File: config.mk
export PLATFORM = sky130hd
export DESIGN_NAME = tcc_timer_ctl
export DESIGN_NICKNAME = d
export VERILOG_FILES = /design/src/tcc_pkg.sv /design/src/tcc_timer_ctl.sv
export SDC_FILE = /design/constraint.sdc
export NUM_CORES = 1
export LEC_CHECK = 0
export BUFFER_PORTS_ARGS = -buffer_cell sky130_fd_sc_hd__buf_2
export CAP_MARGIN = 20
export CORE_MARGIN = 2
export CORE_UTILIZATION = 36
export DETAILED_ROUTE_END_ITERATION = 16
export PLACE_DENSITY = 0.51
export REMOVE_ABC_BUFFERS = 1
export SKIP_LAST_GASP = 1
export SYNTH_ARGS = -nofsm -noshare
export SYNTH_HDL_FRONTEND = slang
export SYNTH_SLANG_ARGS = --single-unit
File: constraint.sdc
create_clock -name i_clk_sys -period 8.4 [get_ports i_clk_sys]
set_input_delay 0.84 -clock i_clk_sys [delete_from_list [all_inputs] [get_ports i_clk_sys]]
set_output_delay 0.84 -clock i_clk_sys [all_outputs]
set_load 0.02 [all_outputs]
File: src/tcc_pkg.sv
// Constants, register map and state types of the timer compare/capture control block
package tcc_pkg;
   // ---------------------------------------------------------------
   // Register indices (byte address is four times the index)
   // ---------------------------------------------------------------
   localparam int          AXI_ADDR_W   = 12;
   localparam logic [7:0]  IDX_CMP1     = 8'h16;
   localparam logic [7:0]  IDX_CMP2     = 8'h18;
   localparam logic [7:0]  IDX_CMP3     = 8'h1a;
   localparam logic [7:0]  IDX_CMP4     = 8'h1c;
   localparam logic [7:0]  IDX_SHARED   = 8'h1e;
   localparam logic [7:0]  IDX_PIN_CTL  = 8'h20;
   localparam logic [7:0]  IDX_EDGE_CTL = 8'h21;
   localparam logic [7:0]  IDX_MASK1    = 8'h22;
   localparam logic [7:0]  IDX_FLAG1    = 8'h23;
   localparam logic [7:0]  IDX_MASK2    = 8'h24;
   localparam logic [7:0]  IDX_FLAG2    = 8'h25;
   localparam logic [7:0]  IDX_PULSE_ACCUM_CONTROL    = 8'h26;
   // ---------------------------------------------------------------
   // Field layout and reset values
   // ---------------------------------------------------------------
   localparam logic [15:0] CMP_RESET    = 16'hffff;
   localparam logic [15:0] CNT_MAX      = 16'hffff;
   localparam logic [15:0] CNT_ZERO     = 16'h0000;
   localparam logic [7:0]  MASK2_IMPL   = 8'hf3;
   localparam logic [7:0]  FLAG2_IMPL   = 8'hf0;
   localparam logic [7:0]  MASK2_IRQ    = 8'hf0;
   localparam int          F1_SHARED    = 3;
   localparam int          F2_OVF       = 7;
   localparam int          F2_RTI       = 6;
   localparam int          F2_ACC_OVF   = 5;
   localparam int          F2_ACC_EDGE  = 4;
   localparam int          PULSE_ACCUM_CONTROL_SEL    = 2;
   localparam logic [1:0]  PIN_OFF      = 2'h0;
   localparam logic [1:0]  PIN_TOGGLE   = 2'h1;
   localparam logic [1:0]  PIN_LOW      = 2'h2;
   localparam logic [1:0]  EDGE_RISE    = 2'h1;
   localparam logic [1:0]  EDGE_FALL    = 2'h2;
   localparam logic [1:0]  EDGE_ANY     = 2'h3;
   localparam logic [1:0]  PR_DIV4      = 2'h1;
   localparam logic [1:0]  PR_DIV8      = 2'h2;
   localparam logic [1:0]  PR_DIV16     = 2'h3;
   localparam logic [4:0]  DIV1         = 5'h01;
   localparam logic [4:0]  DIV4         = 5'h04;
   localparam logic [4:0]  DIV8         = 5'h08;
   localparam logic [4:0]  DIV16        = 5'h10;
   localparam int          PRESCALE_WINDOW = 64;
   localparam logic [1:0]  RESP_OKAY    = 2'h0;
   localparam logic [1:0]  RESP_SLVERR  = 2'h2;
   // ---------------------------------------------------------------
   // Types
   // ---------------------------------------------------------------
   typedef enum logic [2:0] {
      WR_IDLE  = 3'b001,
      WR_APPLY = 3'b010,
      WR_RESP  = 3'b100
   } tcc_wr_state_type;
   typedef struct packed {
      logic                  awvalid;
      logic [AXI_ADDR_W-1:0] awaddr;
      logic                  wvalid;
      logic [31:0]           wdata;
      logic [3:0]            wstrb;
      logic                  bready;
      logic                  arvalid;
      logic [AXI_ADDR_W-1:0] araddr;
      logic                  rready;
   } tcc_axi_req_type;
   typedef struct packed {
      logic        awready;
      logic        wready;
      logic        bvalid;
      logic [1:0]  bresp;
      logic        arready;
      logic        rvalid;
      logic [31:0] rdata;
      logic [1:0]  rresp;
   } tcc_axi_rsp_type;
   typedef struct packed {
      logic [3:0][15:0]      cmp;
      logic [15:0]           shared;
      logic [7:0]            pin_ctl;
      logic [7:0]            edge_ctl;
      logic [7:0]            mask1;
      logic [7:0]            flag1;
      logic [7:0]            mask2;
      logic [7:0]            flag2;
      logic                  chan_sel;
      logic [1:0]            rtr;
      logic                  pr_locked;
      logic [7:0]            boot_cnt;
      logic [4:0]            presc_cnt;
      logic                  tick;
      logic [15:0]           prev_cnt;
      logic [3:0]            sync1;
      logic [3:0]            sync2;
      logic [3:0]            sync3;
      logic [3:0]            level;
      logic [3:0]            pin;
      logic [3:0]            pin_oe;
      logic [3:0]            cap_strobe;
      logic                  irq;
      tcc_wr_state_type      wr_state;
      logic [7:0]            waddr;
      logic                  waddr_ok;
      logic [31:0]           wdata;
      logic [3:0]            wstrb;
      logic                  aw_have;
      logic                  w_have;
      tcc_axi_rsp_type       rsp;
   } tcc_state_type;
endpackage

File: src/tcc_timer_ctl.sv
// Compare/capture control, flags and register slave of the 16-bit main timer
`timescale 1ns/1ps
// Contract
// - compare values reset to all ones
// - channel select makes shared channel capture or compare
// - shared register ignores writes in capture mode
// - shared register resets to all ones
// - compare 2 to 5 match drives pin per two-bit action
// - capture edge chosen by two-bit setting
// - set flag with enabled mask requests interrupt
// - mask bits align with same flag bits
// - shared enable gates capture or compare interrupt
// - flags clear only on written one
// - counter equal compare value sets compare flag
// - shared flag set by selected function
// - selected edge sets capture flag
// - overflow enable gates overflow interrupt
// - realtime enable gates realtime interrupt
// - prescaler written once within 64 cycles
// - prescaler divides by 1, 4, 8, 16
// - upper mask2 bits enable upper flag2 bits
// - counter wrap sets overflow flag
// - realtime flag set at selected rate
// - unimplemented mask2/flag2 bits read zero
// - channel select resets zero, zero is compare
module tcc_timer_ctl
   import tcc_pkg::*;
#(
   parameter int PRESCALE_WINDOW_CYCLES = PRESCALE_WINDOW
) (
   input  wire logic            i_clk_sys,
   input  wire logic            i_reset,
   input  wire tcc_axi_req_type i_axi_req,
   output tcc_axi_rsp_type      o_axi_rsp,
   input  wire logic [15:0]     i_free_running_counter,
   input  wire logic [3:0]      i_capture_pin,
   input  wire logic            i_realtime_tick,
   input  wire logic            i_accum_overflow_event,
   input  wire logic            i_accum_edge_event,
   input  wire logic            i_special_mode,
   output logic                 o_count_tick,
   output logic [1:0]           o_prescale_select,
   output logic [1:0]           o_realtime_rate_select,
   output logic                 o_channel_select_bit,
   output logic [3:0]           o_compare_pin,
   output logic [3:0]           o_compare_pin_enable,
   output logic [3:0]           o_capture_strobe,
   output logic                 o_irq
);
   if (PRESCALE_WINDOW_CYCLES < 1 || PRESCALE_WINDOW_CYCLES > 255) begin : g_chk
      $error("PRESCALE_WINDOW_CYCLES must lie in 1..255");
   end
   localparam logic [7:0] WINDOW = 8'(PRESCALE_WINDOW_CYCLES);

   // ---------------------------------------------------------------
   // Helpers
   // ---------------------------------------------------------------
   function automatic logic [15:0] merge16(input logic [15:0] old, input logic [31:0] d,
                                           input logic [3:0] strb);
      merge16 = {strb[1] ? d[15:8] : old[15:8], strb[0] ? d[7:0] : old[7:0]};
   endfunction

   function automatic logic edge_hit(input logic [1:0] sel, input logic now_high);
      case (sel)
         EDGE_RISE: edge_hit = now_high;
         EDGE_FALL: edge_hit = !now_high;
         EDGE_ANY:  edge_hit = 1'b1;
         default:   edge_hit = 1'b0;
      endcase
   endfunction

   function automatic logic [4:0] presc_div(input logic [1:0] pr);
      case (pr)
         PR_DIV4:  presc_div = DIV4;
         PR_DIV8:  presc_div = DIV8;
         PR_DIV16: presc_div = DIV16;
         default:  presc_div = DIV1;
      endcase
   endfunction

   function automatic logic idx_ok(input logic [7:0] idx);
      case (idx)
         IDX_CMP1, IDX_CMP2, IDX_CMP3, IDX_CMP4, IDX_SHARED, IDX_PIN_CTL, IDX_EDGE_CTL,
         IDX_MASK1, IDX_FLAG1, IDX_MASK2, IDX_FLAG2, IDX_PULSE_ACCUM_CONTROL: idx_ok = 1'b1;
         default: idx_ok = 1'b0;
      endcase
   endfunction

   // ---------------------------------------------------------------
   // State
   // ---------------------------------------------------------------
   localparam tcc_state_type STATE_RESET = '{
      cmp:      {4{CMP_RESET}},
      shared:   CMP_RESET,
      wr_state: WR_IDLE,
      rsp:      '{awready: 1'b1, wready: 1'b1, arready: 1'b1, default: '0},
      default:  '0
   };

   tcc_state_type st;
   tcc_state_type next_st;

   logic [3:0] edge_ev;
   logic [3:0] match;
   logic [7:0] set1;
   logic [7:0] set2;
   logic [7:0] clr1;
   logic [7:0] clr2;
   logic       step;
   logic       hit;
   logic [7:0] ridx;
   logic [1:0] act;
   logic [1:0] esel;

   always_comb begin
      next_st = st;
      edge_ev = '0;
      match = '0;
      set1 = '0;
      set2 = '0;
      clr1 = '0;
      clr2 = '0;
      hit = 1'b0;
      act = PIN_OFF;
      esel = PIN_OFF;
      ridx = i_axi_req.araddr[9:2];

      // Capture inputs: three-stage synchroniser, change accepted when stages 2 and 3 agree
      next_st.sync1 = i_capture_pin;
      next_st.sync2 = st.sync1;
      next_st.sync3 = st.sync2;
      next_st.cap_strobe = '0;
      for (int c = 0; c < 4; c++) begin
         esel = st.edge_ctl[7 - 2 * ((c + 1) % 4) -: 2];
         if (st.sync2[c] == st.sync3[c] && st.sync3[c] != st.level[c]) begin
            next_st.level[c] = st.sync3[c];
            edge_ev[c] = edge_hit(esel, st.sync3[c]);
         end
      end
      next_st.cap_strobe = edge_ev & {st.chan_sel, 3'b111};
      if (st.chan_sel && edge_ev[3]) begin
         next_st.shared = i_free_running_counter;
      end

      // Compares act once per counter value
      step = i_free_running_counter != st.prev_cnt;
      next_st.prev_cnt = i_free_running_counter;
      for (int k = 0; k < 4; k++) begin
         match[k] = step && i_free_running_counter == st.cmp[k];
         set1[7 - k] = match[k];
      end
      for (int c = 0; c < 3; c++) begin
         set1[2 - c] = edge_ev[c];
      end
      set1[F1_SHARED] = st.chan_sel ? edge_ev[3] :
                        (step && !st.chan_sel && i_free_running_counter == st.shared);

      // Compare pin actions for channels 2..5
      for (int k = 0; k < 4; k++) begin
         act = st.pin_ctl[7 - 2 * k -: 2];
         hit = (k < 3) ? match[k + 1] : (!st.chan_sel && set1[F1_SHARED]);
         next_st.pin_oe[k] = act != PIN_OFF && (k < 3 || !st.chan_sel);
         if (hit) begin
            case (act)
               PIN_OFF:    next_st.pin[k] = st.pin[k];
               PIN_TOGGLE: next_st.pin[k] = !st.pin[k];
               PIN_LOW:    next_st.pin[k] = 1'b0;
               default:    next_st.pin[k] = 1'b1;
            endcase
         end
      end

      set2[F2_OVF] = step && st.prev_cnt == CNT_MAX && i_free_running_counter == CNT_ZERO;
      set2[F2_RTI] = i_realtime_tick;
      set2[F2_ACC_OVF] = i_accum_overflow_event;
      set2[F2_ACC_EDGE] = i_accum_edge_event;

      // Prescaler tick for the counter
      if (st.presc_cnt >= presc_div(st.mask2[1:0]) - 5'd1) begin
         next_st.presc_cnt = '0;
         next_st.tick = 1'b1;
      end else begin
         next_st.presc_cnt = st.presc_cnt + 5'd1;
         next_st.tick = 1'b0;
      end
      if (st.boot_cnt < WINDOW) begin
         next_st.boot_cnt = st.boot_cnt + 8'd1;
      end

      // ---------------------------------------------------------------
      // AXI4-Lite write channel
      // ---------------------------------------------------------------
      case (st.wr_state)
         WR_IDLE: begin
            if (i_axi_req.awvalid && st.rsp.awready) begin
               next_st.waddr_ok = i_axi_req.awaddr[11:10] == 2'h0 &&
                                  i_axi_req.awaddr[1:0] == 2'h0 &&
                                  idx_ok(i_axi_req.awaddr[9:2]);
               // A refused address lands on no register
               next_st.waddr = next_st.waddr_ok ? i_axi_req.awaddr[9:2] : '0;
               next_st.aw_have = 1'b1;
               next_st.rsp.awready = 1'b0;
            end
            if (i_axi_req.wvalid && st.rsp.wready) begin
               next_st.wdata = i_axi_req.wdata;
               next_st.wstrb = i_axi_req.wstrb;
               next_st.w_have = 1'b1;
               next_st.rsp.wready = 1'b0;
            end
            if (next_st.aw_have && next_st.w_have) begin
               next_st.wr_state = WR_APPLY;
            end
         end
         WR_APPLY: begin
            next_st.wr_state = WR_RESP;
            next_st.rsp.bvalid = 1'b1;
            next_st.rsp.bresp = st.waddr_ok ? RESP_OKAY : RESP_SLVERR;
            case (st.waddr)
               IDX_CMP1: next_st.cmp[0] = merge16(st.cmp[0], st.wdata, st.wstrb);
               IDX_CMP2: next_st.cmp[1] = merge16(st.cmp[1], st.wdata, st.wstrb);
               IDX_CMP3: next_st.cmp[2] = merge16(st.cmp[2], st.wdata, st.wstrb);
               IDX_CMP4: next_st.cmp[3] = merge16(st.cmp[3], st.wdata, st.wstrb);
               IDX_SHARED: begin
                  if (!st.chan_sel) begin
                     next_st.shared = merge16(st.shared, st.wdata, st.wstrb);
                  end
               end
               IDX_PIN_CTL: if (st.wstrb[0]) next_st.pin_ctl = st.wdata[7:0];
               IDX_EDGE_CTL: if (st.wstrb[0]) next_st.edge_ctl = st.wdata[7:0];
               IDX_MASK1: if (st.wstrb[0]) next_st.mask1 = st.wdata[7:0];
               IDX_FLAG1: if (st.wstrb[0]) clr1 = st.wdata[7:0];
               IDX_MASK2: begin
                  if (st.wstrb[0]) begin
                     next_st.mask2[7:4] = st.wdata[7:4];
                     if (i_special_mode || (!st.pr_locked && st.boot_cnt < WINDOW)) begin
                        next_st.mask2[1:0] = st.wdata[1:0];
                        next_st.pr_locked = !i_special_mode;
                     end
                  end
               end
               IDX_FLAG2: if (st.wstrb[0]) clr2 = st.wdata[7:0] & FLAG2_IMPL;
               IDX_PULSE_ACCUM_CONTROL: begin
                  if (st.wstrb[0]) begin
                     next_st.chan_sel = st.wdata[PULSE_ACCUM_CONTROL_SEL];
                     next_st.rtr = st.wdata[1:0];
                  end
               end
               default: next_st.rsp.bresp = RESP_SLVERR;
            endcase
         end
         WR_RESP: begin
            if (i_axi_req.bready) begin
               next_st.rsp.bvalid = 1'b0;
               next_st.aw_have = 1'b0;
               next_st.w_have = 1'b0;
               next_st.rsp.awready = 1'b1;
               next_st.rsp.wready = 1'b1;
               next_st.wr_state = WR_IDLE;
            end
         end
         default: next_st.wr_state = WR_IDLE;
      endcase

      // Flags: a set in the cycle of its clear wins
      next_st.flag1 = (st.flag1 & ~clr1) | set1;
      next_st.flag2 = ((st.flag2 & ~clr2) | set2) & FLAG2_IMPL;
      next_st.irq = |(st.flag1 & st.mask1) ||
                    |(st.flag2 & st.mask2 & MASK2_IRQ);

      // ---------------------------------------------------------------
      // AXI4-Lite read channel
      // ---------------------------------------------------------------
      if (i_axi_req.arvalid && st.rsp.arready) begin
         next_st.rsp.arready = 1'b0;
         next_st.rsp.rvalid = 1'b1;
         next_st.rsp.rresp = RESP_OKAY;
         next_st.rsp.rdata = '0;
         if (i_axi_req.araddr[11:10] != 2'h0 || i_axi_req.araddr[1:0] != 2'h0) begin
            next_st.rsp.rresp = RESP_SLVERR;
         end else begin
            case (ridx)
               IDX_CMP1: next_st.rsp.rdata[15:0] = st.cmp[0];
               IDX_CMP2: next_st.rsp.rdata[15:0] = st.cmp[1];
               IDX_CMP3: next_st.rsp.rdata[15:0] = st.cmp[2];
               IDX_CMP4: next_st.rsp.rdata[15:0] = st.cmp[3];
               IDX_SHARED: next_st.rsp.rdata[15:0] = st.shared;
               IDX_PIN_CTL: next_st.rsp.rdata[7:0] = st.pin_ctl;
               IDX_EDGE_CTL: next_st.rsp.rdata[7:0] = st.edge_ctl;
               IDX_MASK1: next_st.rsp.rdata[7:0] = st.mask1;
               IDX_FLAG1: next_st.rsp.rdata[7:0] = st.flag1;
               IDX_MASK2: next_st.rsp.rdata[7:0] = st.mask2 & MASK2_IMPL;
               IDX_FLAG2: next_st.rsp.rdata[7:0] = st.flag2 & FLAG2_IMPL;
               IDX_PULSE_ACCUM_CONTROL: next_st.rsp.rdata[7:0] = {5'h00, st.chan_sel, st.rtr};
               default: next_st.rsp.rresp = RESP_SLVERR;
            endcase
         end
      end else if (st.rsp.rvalid && i_axi_req.rready) begin
         next_st.rsp.rvalid = 1'b0;
         next_st.rsp.arready = 1'b1;
      end
   end

   always_ff @(posedge i_clk_sys or posedge i_reset) begin
      if (i_reset) begin
         st <= STATE_RESET;
      end else begin
         st <= next_st;
      end
   end

   assign o_axi_rsp = st.rsp;
   assign o_count_tick = st.tick;
   assign o_prescale_select = st.mask2[1:0];
   assign o_realtime_rate_select = st.rtr;
   assign o_channel_select_bit = st.chan_sel;
   assign o_compare_pin = st.pin;
   assign o_compare_pin_enable = st.pin_oe;
   assign o_capture_strobe = st.cap_strobe;
   assign o_irq = st.irq;
endmodule

# == Yosys cells after proc, flatten, opt, wreduce, memory -nomap -nowiden ==
# Cells that the tools add are included.
# classes
add_sub_neg,3
n_reduce_logical,83
bitwise,13
muxes,58
n_eq_ne,83
magnitude_cmp,2
# ops
operator,n
$eq 8x6->1 const B,21
$eq 8x5->1 const B,15
$mux 8,15
$pmux 8 s12,1
$eq 16x16->1,5
$mux 16,4
$reduce_and 3->1,15
$mux 40,1
$pmux 8 s5,1
$reduce_or 12->1,3
$and 8x8->8,4
$eq 2x2->1 const B,14
$pmux 1 s3,8
$logic_and 1x1->1,23
$eq 2x1->1 const B,9
$reduce_and 2->1,9
$reduce_bool 2->1,9
$eq 16x16->1 const B,1
$logic_not 16->1,1
$ne 16x16->1,1
$not 8->8,2
$or 8x8->8,2
$pmux 5 s3,1
$mux 1,14
27 further kinds,63
# word_totals
wordCells,295
ff_bits,242
inputBits,91
output_inout_bits,60

# == Logic depth before layout (Yosys ltp) ==
# depth
word_depth,8
depth_mapped,8
depth_no_buf,8

# == Least setup slack after synthesis ==
# OpenSTA, ideal clock, no wires.
# synth_timing
kind,input-to-reg
start,input i_free_running_counter[11]
end,register st[173] (netlist name)
stages,7
setup_slack_ns,6.055
t_arrival_ns,2.221
t_required_ns,8.276
n_path_buf,1
setup_time_ns,0.124
cell_sequence,clkbuf_1 xor2_1 nor4_1 nand2_1 or2_0 and2_1 a211o_1
# synth_lines
element,line,source
start: declaration,tcc_timer_ctl.sv:35,"input wire logic [15:0] i_free_running_counter,"
end signal: assignment,tcc_timer_ctl.sv:307,st <= next_st;
end: declaration,tcc_timer_ctl.sv:100,tcc_state_type st;

# == Worst setup path after layout ==
# layout_timing
start,input i_axi_req[4] (netlist name)
end,register st (netlist bit o_axi_rsp[5])
# layout_between
elab_chain_len,3
word_cells_on_any_way,14
cone_classes,eq/ne: 12; mux: 2
# layout_rtl
element,line,source
start: declaration,tcc_timer_ctl.sv:33,"input wire tcc_axi_req_type i_axi_req,"
$eq 8x6->1 / $eq 8x5->1 (equally long branches),tcc_timer_ctl.sv:281,case (ridx)
$pmux 8 s12 *,tcc_timer_ctl.sv:281,
$mux 16 *,tcc_timer_ctl.sv:278,if (i_axi_req.araddr[11:10] != 2'h0 || i_axi_req.araddr[1:0] != 2'h0) begin
# Every way passes the cells marked *; elsewhere a longest branch is shown, timed or not.
# A chain may end at the register's enable or synchronous reset.

==> flow_metrics.tcl <==
set metrics [dict create \
    status "finished clean" \
    wl_um 33100 \
    synth_xor_xnor_area_share 0.0692 \
    relSlewSlack 0.389 \
    period_needed_ps 2810 \
    post-route-period-util 0.334 \
    synth_top_family_by_area "multiplexers" \
    path_class "in2reg" \
    cts_buffers 28 \
    p_per_area_nw_per_um2 230 \
    max_clock_freq_mhz 356 \
    tightest_slew_ps 909 \
    grt_start_max_net_pins 125 \
    start_kind "primary input" \
    fin_setup_tns_ps 0 \
    cts_tree "yes" \
    pre_cts_ws_ps 5030 \
    cts_setup_buffers 0 \
    setup-violations-final 0 \
    drtAntennaViolNets 0 \
    fin_ws_ps 5590 \
    drc 0 \
    dr.pass1.iters 5 \
    async_reset_ff_frac 1.00 \
    synth_compound_area_frac 0.102 \
    die_area_sq_um 35200 \
    grt_pass1_vias 8308 \
    avgViaCountPerCell 5.19 \
    syn_area_sq_um 12200 \
    cts_max_level 1 \
    synth-adder-area-share 0.00721 \
    worst_path_max_delay_cell "nor3_4" \
    utilization 0.414 \
    hold_class "reg2reg" \
    antenna_found_initial 0 \
    synth-edff-count 0 \
    antenna_cells 0 \
    ios 151 \
    p_clk_frac 0.450 \
    sw_frac_of_total 0.271 \
    drt_iter0_drc 420 \
    routedWlPerCell_um 20.9 \
    grt_setup_unrepaired "false" \
    io_buffers 114 \
    initial_utilization 0.364 \
    vias 8213 \
    maxSlewViolCount 0 \
    grt_util_all_layers 0.189 \
    yosys.area_share.simple 0.128 \
    seqPwrFrac 0.454 \
    gp_congestion 0.864 \
    critPathMaxStageDelay_ps 580 \
    clockBufferDepth 3 \
    finalClockSkew_ps 21.9 \
    yosys_register_bits 240 \
    synthDistinctLibCells 71 \
    vdd_drop_max_mv 0.168 \
    final_nets 1211 \
    area_delta_synth_final_pct 13.7 \
    clkLatencyLatePin_ps 550 \
    p_int_mw 2.31 \
    fp.dieW_um 188 \
    synthMuxAreaShare 0.130 \
    power_mw 3.17 \
    die_h_um 188 \
    synth_area_per_cell_sq_um 11.5 \
    cts_root_buffer "clkbuf_16" \
    drive_above_1_share 0.363 \
    crit_path_end_kind "flip-flop" \
    yosys_warnings 0 \
    p_comb_frac 0.096 \
    cts_resized 0 \
    rows 67 \
    core_area_sq_um 33400 \
    place_hpwl_um 24000 \
    hold_buffers 0 \
    syn-instance-count 1056 \
    overflow 0 \
    path_max_fanout 25 \
    clkTransAtPathRegs_ps 60 \
    ys_seq_area_frac 0.503 \
    grt_pass1_wl_um 51300 \
    critPathRequiredTime_ps 8870 \
    power.leakage_nw 6.00 \
    ys.flop_type "dfrtp_1" \
    p_sw_mw 0.861 \
    cap_violations 0 \
    cp_cell_sequence "buf_2 -> nor2b_1 -> nand2_1 -> nor3_4 -> a22oi_1 -> a31oi_1 -> a21o_1" \
    critical_path_arrival_ps 3280 \
    hold_viol_final 0 \
    cts.sinks 240 \
]
## metal layers
layer,vias to the layer above,track usage,wire [um]
li1,3827,-,-
met1,4118,0.274,15900
met2,219,0.298,14900
met3,49,0.0240,1530
met4,0,0.0506,765
met5,-,0,0
## cell usage in the layout (no fill, tap or decap), types with 6 or more instances in the layout
master     netlist  layout
inv_1           18      17
buf_2           12     114
o21ai_1          8       8
nor2_1          50      49
a221oi_1        14      14
a22oi_1          6       6
bufinv_16        0       9
and2_1          15      15
mux2_4          10      10
and3_1           7       7
nand2_1         76      76
nor2b_1         21      21
dfstp_2         84      84
xnor2_1         52      52
ha_1             7       7
dfrtp_1        156     156
xor2_1          44      44
nand4_1         23      23
o21ai_0         23      23
clkbuf_16        0      28
nand2b_1        21      21
a22o_1          15      15
a21o_1          14      14
mux2_2         108     108
mux2i_1         14      14
a221o_1          8       8
nor3_1          10      10
a21oi_1         22      22
o221a_2         16      16
conb_1           2      19
nand3_1         21      21
nor4_1          18      18
## worst max-delay path: cells and delay by family
family	cells	cell delay, ps
buffers and inverters	1	510
AO/OA/AOI/OAI	3	580
AND/OR/NAND/NOR	3	1330
## cell usage after synthesis, types with 15 or more instances
cell type  count  area share
nor4_1        18      0.0093
and2_1        15      0.0077
a21oi_1       22      0.0091
nor2b_1       21       0.011
nor2_1        50       0.015
nand2b_1      21       0.011
buf_4         58       0.036
a22o_1        15       0.011
mux2_2       108        0.10
nand4_1       23       0.012
xor2_1        44       0.032
dfrtp_1      156        0.32
nand3_1       21      0.0086
xnor2_1       52       0.037
nand2_1       76       0.023
o21ai_0       23      0.0095
dfstp_2       84        0.18
inv_1         18      0.0056
o221a_2       16       0.015
clkbuf_1      30      0.0093
## power by group through the flow
stage                     sequential (mW)  clock [mW]  combinational [mW]
after floorplan                      1.37           0               0.196
after global placement               1.46           0               0.305
after detailed placement             1.46           0               0.309
after CTS                            1.44        1.47               0.311
after global routing                 1.46        1.51               0.342
final                                1.44        1.43               0.304
## final timing paths
path                               from               end  slack, ps  cells after the start
min in group asynchronous       i_reset           st[108]        420                      2
hold / removal             next_st[113]      next_st[109]        350                      0
hold reg to reg            next_st[113]      next_st[109]        350                      0
setup reg to reg                st[269]  o_compare_pin[2]       5960                      6
max in group asynchronous       i_reset            st[61]       6570                      3
setup / recovery           i_axi_req[4]      o_axi_rsp[5]       5590                      7
## logic make-up after synthesis
kind of cell,after synthesis
mux,135
other cells,2
xor+xnor,96
compound gates,161
flops,240
fa+ha+maj,7
simple gates,288
buf+inv,127
## state kept, by name, indices dropped and copies added, names as in the netlist
| register | flops |
|---|---|
| o_axi_rsp | 23 |
| o_prescale_select | 2 |
| o_realtime_rate_select | 2 |
| o_compare_pin_enable | 4 |
| next_st | 8 |
| o_channel_select_bit | 1 |
| st | 186 |
| esel | 2 |
| act | 2 |
| o_compare_pin | 4 |
| o_capture_strobe | 4 |
| o_count_tick | 1 |
| o_irq | 1 |
## layout make-up
| type | count | area [sq um] |
|---|---|---|
| repair buffers | 119 | 608 |
| clock inverters | 17 | 329 |
| well taps | 448 | 561 |
| inverters | 18 | 75.1 |
| clock buffers | 34 | 773 |
| flip-flops and latches | 240 | 6110 |
| fillers | 3228 | 19500 |
| multi-input cells | 706 | 5360 |
## stage by stage
step,area (sq um),hold slack [ps],std cells
CTS,13800,348,1582
global route,13800,355,1582
floorplan,11500,331,964
finish,13800,347,1582
detailed placement,12700,335,1531
global placement,12700,333,1531
Note: power is estimated with default switching activity, not from simulation.
